===== config.mk =====
export PLATFORM = sky130hd
export DESIGN_NAME = fopc_flash_program_control
export DESIGN_NICKNAME = d
export VERILOG_FILES = /design/src/rtl/fopc_pkg.sv /design/src/rtl/fopc_flash_program_control.sv /design/src/rtl/fopc_block_decode.sv /design/src/rtl/fopc_uart.sv
export VERILOG_INCLUDE_DIRS = /design/src /design/src/rtl
export SDC_FILE = /design/constraint.sdc
export NUM_CORES = 1
export LEC_CHECK = 0
export BUFFER_PORTS_ARGS = -buffer_cell sky130_fd_sc_hd__buf_2
export CORE_ASPECT_RATIO = 1.1
export CORE_MARGIN = 2
export CORE_UTILIZATION = 41
export DETAILED_ROUTE_END_ITERATION = 8
export PLACE_DENSITY = 0.71
export SLEW_MARGIN = 10
export SYNTH_ARGS = -nofsm -noshare
export SYNTH_HDL_FRONTEND = slang
export SYNTH_SLANG_ARGS = --single-unit

===== constraint.sdc =====
create_clock -name sys_clk -period 14.8 [get_ports sys_clk]
set_input_delay 2.96 -clock sys_clk [delete_from_list [all_inputs] [get_ports sys_clk]]
set_output_delay 2.96 -clock sys_clk [all_outputs]
set_load 0.02 [all_outputs]

===== src/rtl/fopc_defs.svh =====
`ifndef FOPC_DEFS_SVH
`define FOPC_DEFS_SVH
// ****************************************
// Register indices (byte address is four times the index)
// ****************************************
`define FOPC_IDX_FMC   16'hff80
`define FOPC_IDX_LBR   16'hff82
`define FOPC_IDX_SBR   16'hff83
`define FOPC_IDX_OVL   16'hffc2
`define FOPC_IDX_MDM   16'hffc5
`define FOPC_IDX_BST   16'hffc6
// ****************************************
// Reset values and field positions
// ****************************************
`define FOPC_OVL_RESET 8'h08
`define FOPC_REG_CLEAR 8'h00
`define FOPC_OVL_HI    7
`define FOPC_OVL_LO    6
`define FOPC_OVL_CKH   5
`define FOPC_FMC_P     0
`define FOPC_FMC_E     1
`define FOPC_FMC_PV    2
`define FOPC_FMC_EV    3
`define FOPC_FMC_VPP   7
`define FOPC_LB_TOP    7
// ****************************************
// Overlay map
// ****************************************
`define FOPC_RAM_OFS   16'hf800
`define FOPC_W01_LO    16'h0080
`define FOPC_W01_HI    16'h00ff
`define FOPC_W10_LO    16'h0080
`define FOPC_W10_HI    16'h017f
`define FOPC_W11_LO    16'h0000
`define FOPC_W11_HI    16'h007f
// ****************************************
// Erase block boundaries, lowest first; block i is [b(i), b(i+1))
// ****************************************
`define FOPC_LB_BOUNDS {16'hf780, 16'hef80, 16'hc000, 16'ha000, 16'h8000, 16'h6000, \
                        16'h4000, 16'h2000, 16'h1000}
`define FOPC_SB_BOUNDS {16'h1000, 16'h0c00, 16'h0800, 16'h0400, 16'h0200, 16'h0180, \
                        16'h0100, 16'h0080, 16'h0000}
// ****************************************
// Boot loader
// ****************************************
`define FOPC_ACK_BYTE  8'h00
`define FOPC_SYNC_BYTE 8'h55
`define FOPC_LOW_BITS  20'd9
`define FOPC_LOAD_BASE 16'hf7e0
`define FOPC_LOAD_MAX  1934
`define FOPC_RSV1_LO   16'hf780
`define FOPC_RSV1_HI   16'hf7df
`define FOPC_RSV2_LO   16'hff6e
`define FOPC_RSV2_HI   16'hff7f
`endif


===== src/rtl/fopc_pkg.sv =====
package fopc_pkg;
  typedef enum logic [3:0] {
    BOOT_OFF, BOOT_START, BOOT_IDLE, BOOT_ARM, BOOT_MEASURE, BOOT_ACK,
    BOOT_SYNC, BOOT_CHECK, BOOT_ERASE, BOOT_LOAD, BOOT_RUN
  } fopc_boot_type;
  typedef enum logic [1:0] {
    LINE_IDLE, LINE_START, LINE_DATA, LINE_STOP
  } fopc_line_type;
endpackage


===== src/rtl/fopc_flash_program_control.sv =====
`timescale 1ns/10ps
`include "fopc_defs.svh"
// What this block does
// - Small-block bit set selects that block
// - Overlay register resets to 08, survives software standby
// - One overlay bit: redirect, protect, verify only
// - Both bits: overlay starts at interrupt with 12 V
// - Overlay pair maps RAM windows onto flash
// - Reserved bit 4 stores and reads back
// - Bit 5 drives peripheral clock halving
// - Wait mode and count go to wait controller
// - Block bits decode to fixed flash ranges
// - Pins with 12 V choose boot or user mode
// - Mode monitor bits report mode 2 or 3
// - Boot start measures low period, sets divisor
// - Calibration byte gives nine low bit times
// - After alignment send one 00 byte
// - Download to RAM F7E0 upward, then branch
// - Loader areas reserved until the branch
// - Flash mode bits enter program or erase
// - Non-blank flash erased before the download
module fopc_flash_program_control #(
  parameter int LOAD_BYTES = `FOPC_LOAD_MAX,
  parameter int DIV_W      = 20
) (
  input  wire logic        sys_clk,
  input  wire logic        rst_n,
  input  wire logic        psel,
  input  wire logic        penable,
  input  wire logic        pwrite,
  input  wire logic [17:0] paddr,
  input  wire logic [31:0] pwdata,
  output logic      [31:0] prdata,
  output logic             pready,
  output logic             pslverr,
  input  wire logic        program_voltage_pin,
  input  wire logic        mode_pin_high_12v,
  input  wire logic        mode_pin_high,
  input  wire logic        mode_pin_low,
  input  wire logic        hw_standby,
  input  wire logic        sw_standby,
  input  wire logic        irq,
  input  wire logic [15:0] cpu_addr,
  output logic             ram_redirect,
  output logic      [15:0] mapped_addr,
  output logic             flash_write_enable,
  output logic             program_mode,
  output logic             erase_mode,
  output logic             program_verify_mode,
  output logic             erase_verify_mode,
  output logic             peripheral_clock_halving,
  output logic      [1:0]  wait_mode,
  output logic      [1:0]  wait_count,
  output logic             boot_active,
  output logic             user_program_mode,
  output logic             reserved_hit,
  input  wire logic        serial_port_rxd,
  output logic             serial_port_txd,
  input  wire logic        flash_blank,
  input  wire logic        erase_done,
  output logic             erase_all_req,
  output logic             ram_wr,
  output logic      [15:0] ram_wr_addr,
  output logic      [7:0]  ram_wr_data,
  output logic             branch_req
);
  initial if (LOAD_BYTES < 1 || LOAD_BYTES > `FOPC_LOAD_MAX) $error("LOAD_BYTES out of range");
  typedef struct packed {
    logic [7:0]              ovl;
    logic [7:0]              fmc;
    logic [7:0]              lbr;
    logic [7:0]              sbr;
    logic                    ovl_live;
    logic                    boot;
    logic                    mds_low;
    fopc_pkg::fopc_boot_type bs;
    logic [DIV_W-1:0]        low_cnt;
    logic [DIV_W-1:0]        baud_divisor_register;
    logic                    kicked;
    logic [10:0]             load_cnt;
    logic                    erase_req;
    logic                    wr;
    logic [15:0]             wr_addr;
    logic [7:0]              wr_data;
    logic                    branch;
    logic [31:0]             rdata;
  } fopc_top_type;
  fopc_top_type st, next_st;
  logic       rst_meta, rst_sync;
  logic [1:0] sel;
  logic       one_set, in_win, vpp, apb_wr, tx_start, rx_valid, tx_busy;
  logic [7:0] large_hit, small_hit, rx_byte;
  logic [15:0] win_lo, win_hi, idx;
  // ****************************************
  // Reset release through two flops
  // ****************************************
  always_ff @(posedge sys_clk or negedge rst_n) begin
    if (!rst_n) begin
      rst_meta <= 1'b0;
      rst_sync <= 1'b0;
    end else begin
      rst_meta <= 1'b1;
      rst_sync <= rst_meta;
    end
  end
  // ****************************************
  // Overlay decode and outputs
  // ****************************************
  assign vpp     = program_voltage_pin;
  assign sel     = {st.ovl[`FOPC_OVL_HI], st.ovl[`FOPC_OVL_LO]};
  assign one_set = sel == 2'b01 || sel == 2'b10;
  always_comb begin
    win_lo = `FOPC_W11_LO;
    win_hi = `FOPC_W11_HI;
    unique case (sel)
      2'b01: begin win_lo = `FOPC_W01_LO; win_hi = `FOPC_W01_HI; end
      2'b10: begin win_lo = `FOPC_W10_LO; win_hi = `FOPC_W10_HI; end
      2'b11, 2'b00: ;
    endcase
  end
  assign in_win       = cpu_addr >= win_lo && cpu_addr <= win_hi;
  // Both-bit mode stays on flash until the interrupt with 12 V present
  assign ram_redirect = in_win && (one_set || (sel == 2'b11 && st.ovl_live));
  // Same offset for reads and writes, so emulation sees its own writes
  assign mapped_addr  = ram_redirect ? cpu_addr + `FOPC_RAM_OFS : cpu_addr;
  // Emulation protect blocks program and erase but not verify
  assign program_mode        = st.fmc[`FOPC_FMC_P] && vpp && !one_set;
  assign erase_mode          = st.fmc[`FOPC_FMC_E] && vpp && !one_set;
  assign program_verify_mode = st.fmc[`FOPC_FMC_PV] && vpp;
  assign erase_verify_mode   = st.fmc[`FOPC_FMC_EV] && vpp;
  assign flash_write_enable  = (program_mode || erase_mode) && !ram_redirect
                               && |((large_hit & st.lbr) | (small_hit & st.sbr));
  assign peripheral_clock_halving = st.ovl[`FOPC_OVL_CKH];
  assign wait_mode  = st.ovl[3:2];
  assign wait_count = st.ovl[1:0];
  assign boot_active       = st.boot && st.bs != fopc_pkg::BOOT_OFF;
  assign user_program_mode = !st.boot && vpp && mode_pin_high;
  // Loader scratch areas stay locked until the branch
  assign reserved_hit = boot_active && st.bs != fopc_pkg::BOOT_RUN
    && ((cpu_addr >= `FOPC_RSV1_LO && cpu_addr <= `FOPC_RSV1_HI)
    ||  (cpu_addr >= `FOPC_RSV2_LO && cpu_addr <= `FOPC_RSV2_HI));
  assign tx_start      = st.bs == fopc_pkg::BOOT_ACK && !st.kicked;
  assign erase_all_req = st.erase_req;
  assign ram_wr        = st.wr;
  assign ram_wr_addr   = st.wr_addr;
  assign ram_wr_data   = st.wr_data;
  assign branch_req    = st.branch;
  // ****************************************
  // APB slave: zero wait, read data captured in setup
  // ****************************************
  assign idx     = paddr[17:2];
  assign apb_wr  = psel && penable && pwrite;
  assign pready  = 1'b1;
  assign prdata  = st.rdata;
  assign pslverr = psel && penable && !(idx == `FOPC_IDX_FMC || idx == `FOPC_IDX_LBR
    || idx == `FOPC_IDX_SBR || idx == `FOPC_IDX_OVL || idx == `FOPC_IDX_MDM
    || idx == `FOPC_IDX_BST);
  fopc_block_decode u_decode (
    .addr      (cpu_addr),
    .large_hit (large_hit),
    .small_hit (small_hit)
  );
  fopc_uart #(.DIV_W(DIV_W)) u_uart (
    .sys_clk    (sys_clk),
    .rst        (!rst_sync),
    .bit_cycles (st.baud_divisor_register),
    .rx_enable  (st.bs == fopc_pkg::BOOT_SYNC || st.bs == fopc_pkg::BOOT_LOAD),
    .rxd        (serial_port_rxd),
    .tx_start   (tx_start),
    .tx_byte    (`FOPC_ACK_BYTE),
    .txd        (serial_port_txd),
    .tx_busy    (tx_busy),
    .rx_valid   (rx_valid),
    .rx_byte    (rx_byte)
  );
  // ****************************************
  // Registers and boot loader sequence
  // ****************************************
  always_comb begin
    next_st        = st;
    next_st.wr     = 1'b0;
    next_st.branch = 1'b0;
    next_st.erase_req = 1'b0;
    if (psel && !penable) begin
      unique case (idx)
        `FOPC_IDX_FMC: next_st.rdata = {24'h0, vpp, 3'h0, st.fmc[3:0]};
        `FOPC_IDX_LBR: next_st.rdata = {24'h0, st.lbr};
        `FOPC_IDX_SBR: next_st.rdata = {24'h0, st.sbr};
        `FOPC_IDX_OVL: next_st.rdata = {24'h0, st.ovl};
        `FOPC_IDX_MDM: next_st.rdata = {30'h0, 1'b1, st.mds_low};
        `FOPC_IDX_BST: next_st.rdata = {29'h0, st.ovl_live, st.bs == fopc_pkg::BOOT_RUN,
                                        st.boot};
        default:       next_st.rdata = 32'h0;
      endcase
    end
    if (apb_wr) begin
      unique case (idx)
        `FOPC_IDX_OVL: next_st.ovl = pwdata[7:0];
        `FOPC_IDX_FMC: if (vpp) next_st.fmc = {4'h0, pwdata[3:0]};
        `FOPC_IDX_LBR: if (vpp) begin
          next_st.lbr = pwdata[7:0];
          // Top large block is fixed in mode 2
          if (!st.mds_low) next_st.lbr[`FOPC_LB_TOP] = st.lbr[`FOPC_LB_TOP];
        end
        `FOPC_IDX_SBR: if (vpp) next_st.sbr = pwdata[7:0];
        default: ;
      endcase
    end
    next_st.ovl_live = sel == 2'b11 && (st.ovl_live || (irq && vpp));
    // Flash control drops without 12 V or in any standby; overlay keeps its value in software standby only
    if (!vpp || sw_standby) begin
      next_st.fmc = `FOPC_REG_CLEAR;
      next_st.lbr = `FOPC_REG_CLEAR;
      next_st.sbr = `FOPC_REG_CLEAR;
    end
    unique case (st.bs)
      fopc_pkg::BOOT_START: begin
        next_st.boot    = vpp && mode_pin_high_12v;
        next_st.mds_low = mode_pin_low;
        next_st.bs = (vpp && mode_pin_high_12v) ? fopc_pkg::BOOT_IDLE : fopc_pkg::BOOT_OFF;
      end
      fopc_pkg::BOOT_IDLE: if (serial_port_rxd) next_st.bs = fopc_pkg::BOOT_ARM;
      fopc_pkg::BOOT_ARM: if (!serial_port_rxd) begin
        next_st.bs      = fopc_pkg::BOOT_MEASURE;
        next_st.low_cnt = DIV_W'(1);
      end
      fopc_pkg::BOOT_MEASURE: begin
        if (!serial_port_rxd) begin
          next_st.low_cnt = st.low_cnt + 1'b1;
        end else begin
          // Start bit plus eight zero bits make the nine bit times
          next_st.baud_divisor_register = st.low_cnt / `FOPC_LOW_BITS;
          next_st.bs     = fopc_pkg::BOOT_ACK;
          next_st.kicked = 1'b0;
        end
      end
      fopc_pkg::BOOT_ACK: begin
        next_st.kicked = 1'b1;
        if (st.kicked && !tx_busy) next_st.bs = fopc_pkg::BOOT_SYNC;
      end
      // A wrong reply leaves the loader in BOOT_SYNC, waiting for a later 55 byte
      fopc_pkg::BOOT_SYNC: if (rx_valid && rx_byte == `FOPC_SYNC_BYTE) begin
        next_st.bs = fopc_pkg::BOOT_CHECK;
      end
      fopc_pkg::BOOT_CHECK: begin
        next_st.bs        = flash_blank ? fopc_pkg::BOOT_LOAD : fopc_pkg::BOOT_ERASE;
        next_st.erase_req = !flash_blank;
      end
      fopc_pkg::BOOT_ERASE: if (erase_done) next_st.bs = fopc_pkg::BOOT_LOAD;
      fopc_pkg::BOOT_LOAD: if (rx_valid) begin
        next_st.wr       = 1'b1;
        next_st.wr_addr  = `FOPC_LOAD_BASE + 16'(st.load_cnt);
        next_st.wr_data  = rx_byte;
        next_st.load_cnt = st.load_cnt + 11'd1;
        if (st.load_cnt == 11'(LOAD_BYTES - 1)) begin
          next_st.bs     = fopc_pkg::BOOT_RUN;
          next_st.branch = 1'b1;
        end
      end
      fopc_pkg::BOOT_OFF, fopc_pkg::BOOT_RUN: ;
      default: next_st.bs = fopc_pkg::BOOT_OFF;
    endcase
  end
  // Hardware standby resets overlay, flash control and block selects, not the boot loader state
  always_ff @(posedge sys_clk or negedge rst_sync) begin
    if (!rst_sync) begin
      st     <= '0;
      st.ovl <= `FOPC_OVL_RESET;
      st.bs  <= fopc_pkg::BOOT_START;
    end else if (hw_standby) begin
      st.ovl      <= `FOPC_OVL_RESET;
      st.fmc      <= `FOPC_REG_CLEAR;
      st.lbr      <= `FOPC_REG_CLEAR;
      st.sbr      <= `FOPC_REG_CLEAR;
      st.ovl_live <= 1'b0;
    end else begin
      st <= next_st;
    end
  end
endmodule


===== src/rtl/fopc_block_decode.sv =====
`timescale 1ns/10ps
`include "fopc_defs.svh"
// Address to erase-block decode
module fopc_block_decode (
  input  wire logic [15:0] addr,
  output logic      [7:0]  large_hit,
  output logic      [7:0]  small_hit
);
  localparam logic [143:0] LB = `FOPC_LB_BOUNDS;
  localparam logic [143:0] SB = `FOPC_SB_BOUNDS;
  // ****************************************
  // One comparator pair per block
  // ****************************************
  for (genvar i = 0; i < 8; i++) begin : g_blk
    assign large_hit[i] = addr >= LB[16*i +: 16] && addr < LB[16*(i+1) +: 16];
    assign small_hit[i] = addr >= SB[16*i +: 16] && addr < SB[16*(i+1) +: 16];
  end
endmodule


===== src/rtl/fopc_uart.sv =====
`timescale 1ns/10ps
// Async serial byte engine, 8N1, bit time given in cycles
module fopc_uart #(
  parameter int DIV_W = 20
) (
  input  wire logic             sys_clk,
  input  wire logic             rst,
  input  wire logic [DIV_W-1:0] bit_cycles,
  input  wire logic             rx_enable,
  input  wire logic             rxd,
  input  wire logic             tx_start,
  input  wire logic [7:0]       tx_byte,
  output logic                  txd,
  output logic                  tx_busy,
  output logic                  rx_valid,
  output logic      [7:0]       rx_byte
);
  initial if (DIV_W < 4) $error("DIV_W too small");
  typedef struct packed {
    fopc_pkg::fopc_line_type rs;
    logic [DIV_W-1:0]        rt;
    logic [3:0]              rn;
    logic [7:0]              rsh;
    logic                    rv;
    logic [DIV_W-1:0]        tt;
    logic [3:0]              tn;
    logic [9:0]              tsh;
  } fopc_uart_type;
  fopc_uart_type st, next_st;
  assign txd      = st.tsh[0];
  assign tx_busy  = st.tn != 4'h0;
  assign rx_valid = st.rv;
  assign rx_byte  = st.rsh;
  // ****************************************
  // Receiver samples mid-bit; transmitter shifts LSB first
  // ****************************************
  always_comb begin
    next_st    = st;
    next_st.rv = 1'b0;
    if (st.rt != '0) next_st.rt = st.rt - 1'b1;
    unique case (st.rs)
      fopc_pkg::LINE_IDLE: if (rx_enable && !rxd) begin
        next_st.rs = fopc_pkg::LINE_START;
        next_st.rt = bit_cycles >> 1;
      end
      fopc_pkg::LINE_START: if (st.rt == '0) begin
        // A glitch shorter than half a bit is not a start
        next_st.rs = rxd ? fopc_pkg::LINE_IDLE : fopc_pkg::LINE_DATA;
        next_st.rt = bit_cycles;
        next_st.rn = 4'h0;
      end
      fopc_pkg::LINE_DATA: if (st.rt == '0) begin
        next_st.rsh = {rxd, st.rsh[7:1]};
        next_st.rn  = st.rn + 4'h1;
        next_st.rt  = bit_cycles;
        if (st.rn == 4'h7) next_st.rs = fopc_pkg::LINE_STOP;
      end
      fopc_pkg::LINE_STOP: if (st.rt == '0) begin
        next_st.rs = fopc_pkg::LINE_IDLE;
        next_st.rv = rxd;
      end
    endcase
    if (st.tn == 4'h0) begin
      if (tx_start) begin
        next_st.tsh = {1'b1, tx_byte, 1'b0};
        next_st.tn  = 4'ha;
        next_st.tt  = bit_cycles;
      end
    end else if (st.tt == '0) begin
      next_st.tsh = {1'b1, st.tsh[9:1]};
      next_st.tn  = st.tn - 4'h1;
      next_st.tt  = bit_cycles;
    end else begin
      next_st.tt = st.tt - 1'b1;
    end
  end
  // Line idles high out of reset
  always_ff @(posedge sys_clk or posedge rst) begin
    if (rst) begin
      st     <= '0;
      st.tsh <= 10'h3ff;
    end else begin
      st <= next_st;
    end
  end
endmodule


==> run summary <==
Cell with the most instances after synthesis = dfrtp_1
Synth area leader = dfrtp_1
GRT Total Usage = 18.5%
CP Launch Type = flop
Avg Vias per Cell = 5.77
Worst slew pin tran = 1.05 ns
Worst R2R Path Depth = 28
Critical path depth = 28
Post-layout minimum cycle time = 9.14 ns
CP Max Fanout = 15
Worst hold path type = reg2async
DIE AREA = 32600 um^2
Fin Setup TNS = 0 ns
# resized after CTS = 0
Rows = 67
Syn_area_per_cell = 8.64 um^2
IO Port Bufs = 121
Final Util = 45.1%
Mean routed wirelength per cell = 15.9 um
YS warnings = 0
PwrDens = 76.3 nW/um^2
First-pass detailed-route iteration total = 5
Antenna Violating Nets Remaining = 0
Max clock buf depth = 2
CTS Hold Bufs = 0
Number of max-cap violations = 0
Synth area leaders = dfrtp_1 34%, nand2_1 5.0%, buf_4 4.3%, nor2_1 3.5%, o21ai_0 3.4%
Design area = 13800 um^2
Routability cong. = 0.909
Placed Cells = 1896
Clk slew on worst S/H paths = 0.07 ns
CP bufs+invs = 0
Most frequent cells after synthesis = 175 x dfrtp_1, 171 x nand2_1, 120 x nor2_1
Synth Register Bits = 186
CTS root buf = clkbuf_16
Slew margin rel. = 29.5%
Fmax = 109 MHz
I/O pins = 173
Area after DPL = 13200 um^2
Max Slew Vio Count = 0
Layout Cells excl Fill = 1928
Grt total ovfl = 0
Die H = 189 um
R2R setup slack = 5.66 ns
Top_reg_cell synth = dfrtp_1
Pre-CTS setup slack = 5.80 ns
Clock Latency Late Sink = 0.43 ns
CP required = 15.12 ns
Iter 0 DRT Violations = 1046
Nets = 1610
Final WL = 30700 um
P_leak = 5.81 nW
DR DRC count = 0
Reg area = 4670 um^2
Max stage delay on crit path = 0.61 ns
Synth top area share = 34.3%
Largest net degree at the start of global routing = 82
CTS sink count = 186
Period utilization = 61.8%
Endpoints failing setup = 0
Multi-input gate area = 7170 um^2
Worst path arrival time = 9.46 ns
H-tree depth = 4
Final Hold Violating Endpoints = 0
First-pass GRT wire length = 50300 um
Worst setup EP type = flop
Layout Skew = 0.00962 ns
Starting density of the core = 41.8%
Post-synth ARST share = 100%
Post-synth EDFFs = 0
# Post-CTS Setup Buffers = 0
Cell Area, Synth = 12800 um^2
Antenna cells = 0
CP max stage cell = a211oi_1
FILL cells = 2933
Fin worst setup slack = 5.66 ns
Cell variety after synth = 109
VDD IR-drop max = 0.0591 mV
Initial antenna violation count = 0
Num CTS Buffers = 17
Die Wd = 172 um
CTS tree = built
Post-synthesis to final-layout area growth = 8.08%
Layout cell share with drive strength beyond 1 = 15.7%
Critical path type = reg2reg
Core ar. = 30600 um^2
Unrepaired setup endpoints after global routing = false
Top delay family on crit path = compound AO/OA/AOI/OAI gates
Count of mapped cells out of synthesis = 1480
Post-synthesis sequential area ratio = 36.5%
Vias in the first global route = 10300
Via count = 11100
DP Wirelength = 22000 um
Outcome = finished, final reports clean
[power breakdown]
group / leakage (nW) / total [mW] / switching [mW] / internal [mW]
Combinational: 3.15 / 0.0574 / 0.0397 / 0.0177
Sequential: 2.36 / 0.528 / 0.0111 / 0.517
Clock: 0.297 / 0.469 / 0.206 / 0.263
Total: 5.81 / 1.05 / 0.257 / 0.798
[path summary, 6_finish.rpt]
check	start	end
setup / recovery	st[107]	st[71]
hold / removal	rst_sync	st[104]
setup reg to reg	st[107]	st[71]
hold reg to reg	rst_sync	st[104]
max in group asynchronous	rst_n	rst_sync
min in group sys_clk	rst_meta	rst_sync
[state kept, by name, summed over array words and instances, names as in the netlist]
name                      cells
branch_req                    1
erase_all_req                 1
peripheral_clock_halving      1
prdata                        8
ram_wr                        1
ram_wr_addr                  13
ram_wr_data                   8
rst_meta                      1
rst_sync                      1
sel                           2
st                           77
u_uart.rx_byte                8
u_uart.rx_valid               1
u_uart.st                    58
u_uart.txd                    1
wait_count                    2
wait_mode                     2
[cell usage in the layout, fill, tap and decap left out, types with 29 or more instances in the layout]
master     n
nor2_1   120
inv_1     44
dfrtp_1  174
nand3_1   43
o21ai_0   87
xnor2_1   40
nor3_1    50
a21oi_1   74
buf_2    121
mux2i_1   29
nand2_1  171
[layout make-up]
class,instances,share of cell area [%]
inverters,47,1.28
multi-input cells,1120,51.9
repair buffers,129,4.82
clock inverters,13,1.15
well taps,414,3.75
flip-flops and latches,186,33.8
clock buffers,19,3.28
[metal layers]
layer	routed length (um)	up-vias	global-route usage, %
li1	-	5391	-
met1	13900	5392	24.2
met2	15100	297	32.0
met3	1370	36	2.78
met4	416	0	4.65
met5	0	-	0
[cell families after synthesis]
kind of cell	Yosys count	share of synthesized area (%)
xor+xnor	51	3.76
fa+ha+maj	30	2.90
flops	186	36.5
buf+inv	198	8.15
mux	49	4.23
simple gates	551	21.0
compound gates	413	23.3
other cells	2	0.0588
[through the flow]
step	power (mW)	hold slack, ns
finish	1.05	0.256
global route	1.09	0.293
CTS	1.06	0.271
detailed placement	0.595	0.265
global placement	0.594	0.259
floorplan	0.578	0.331
Power figures use the tool's default switching activity.
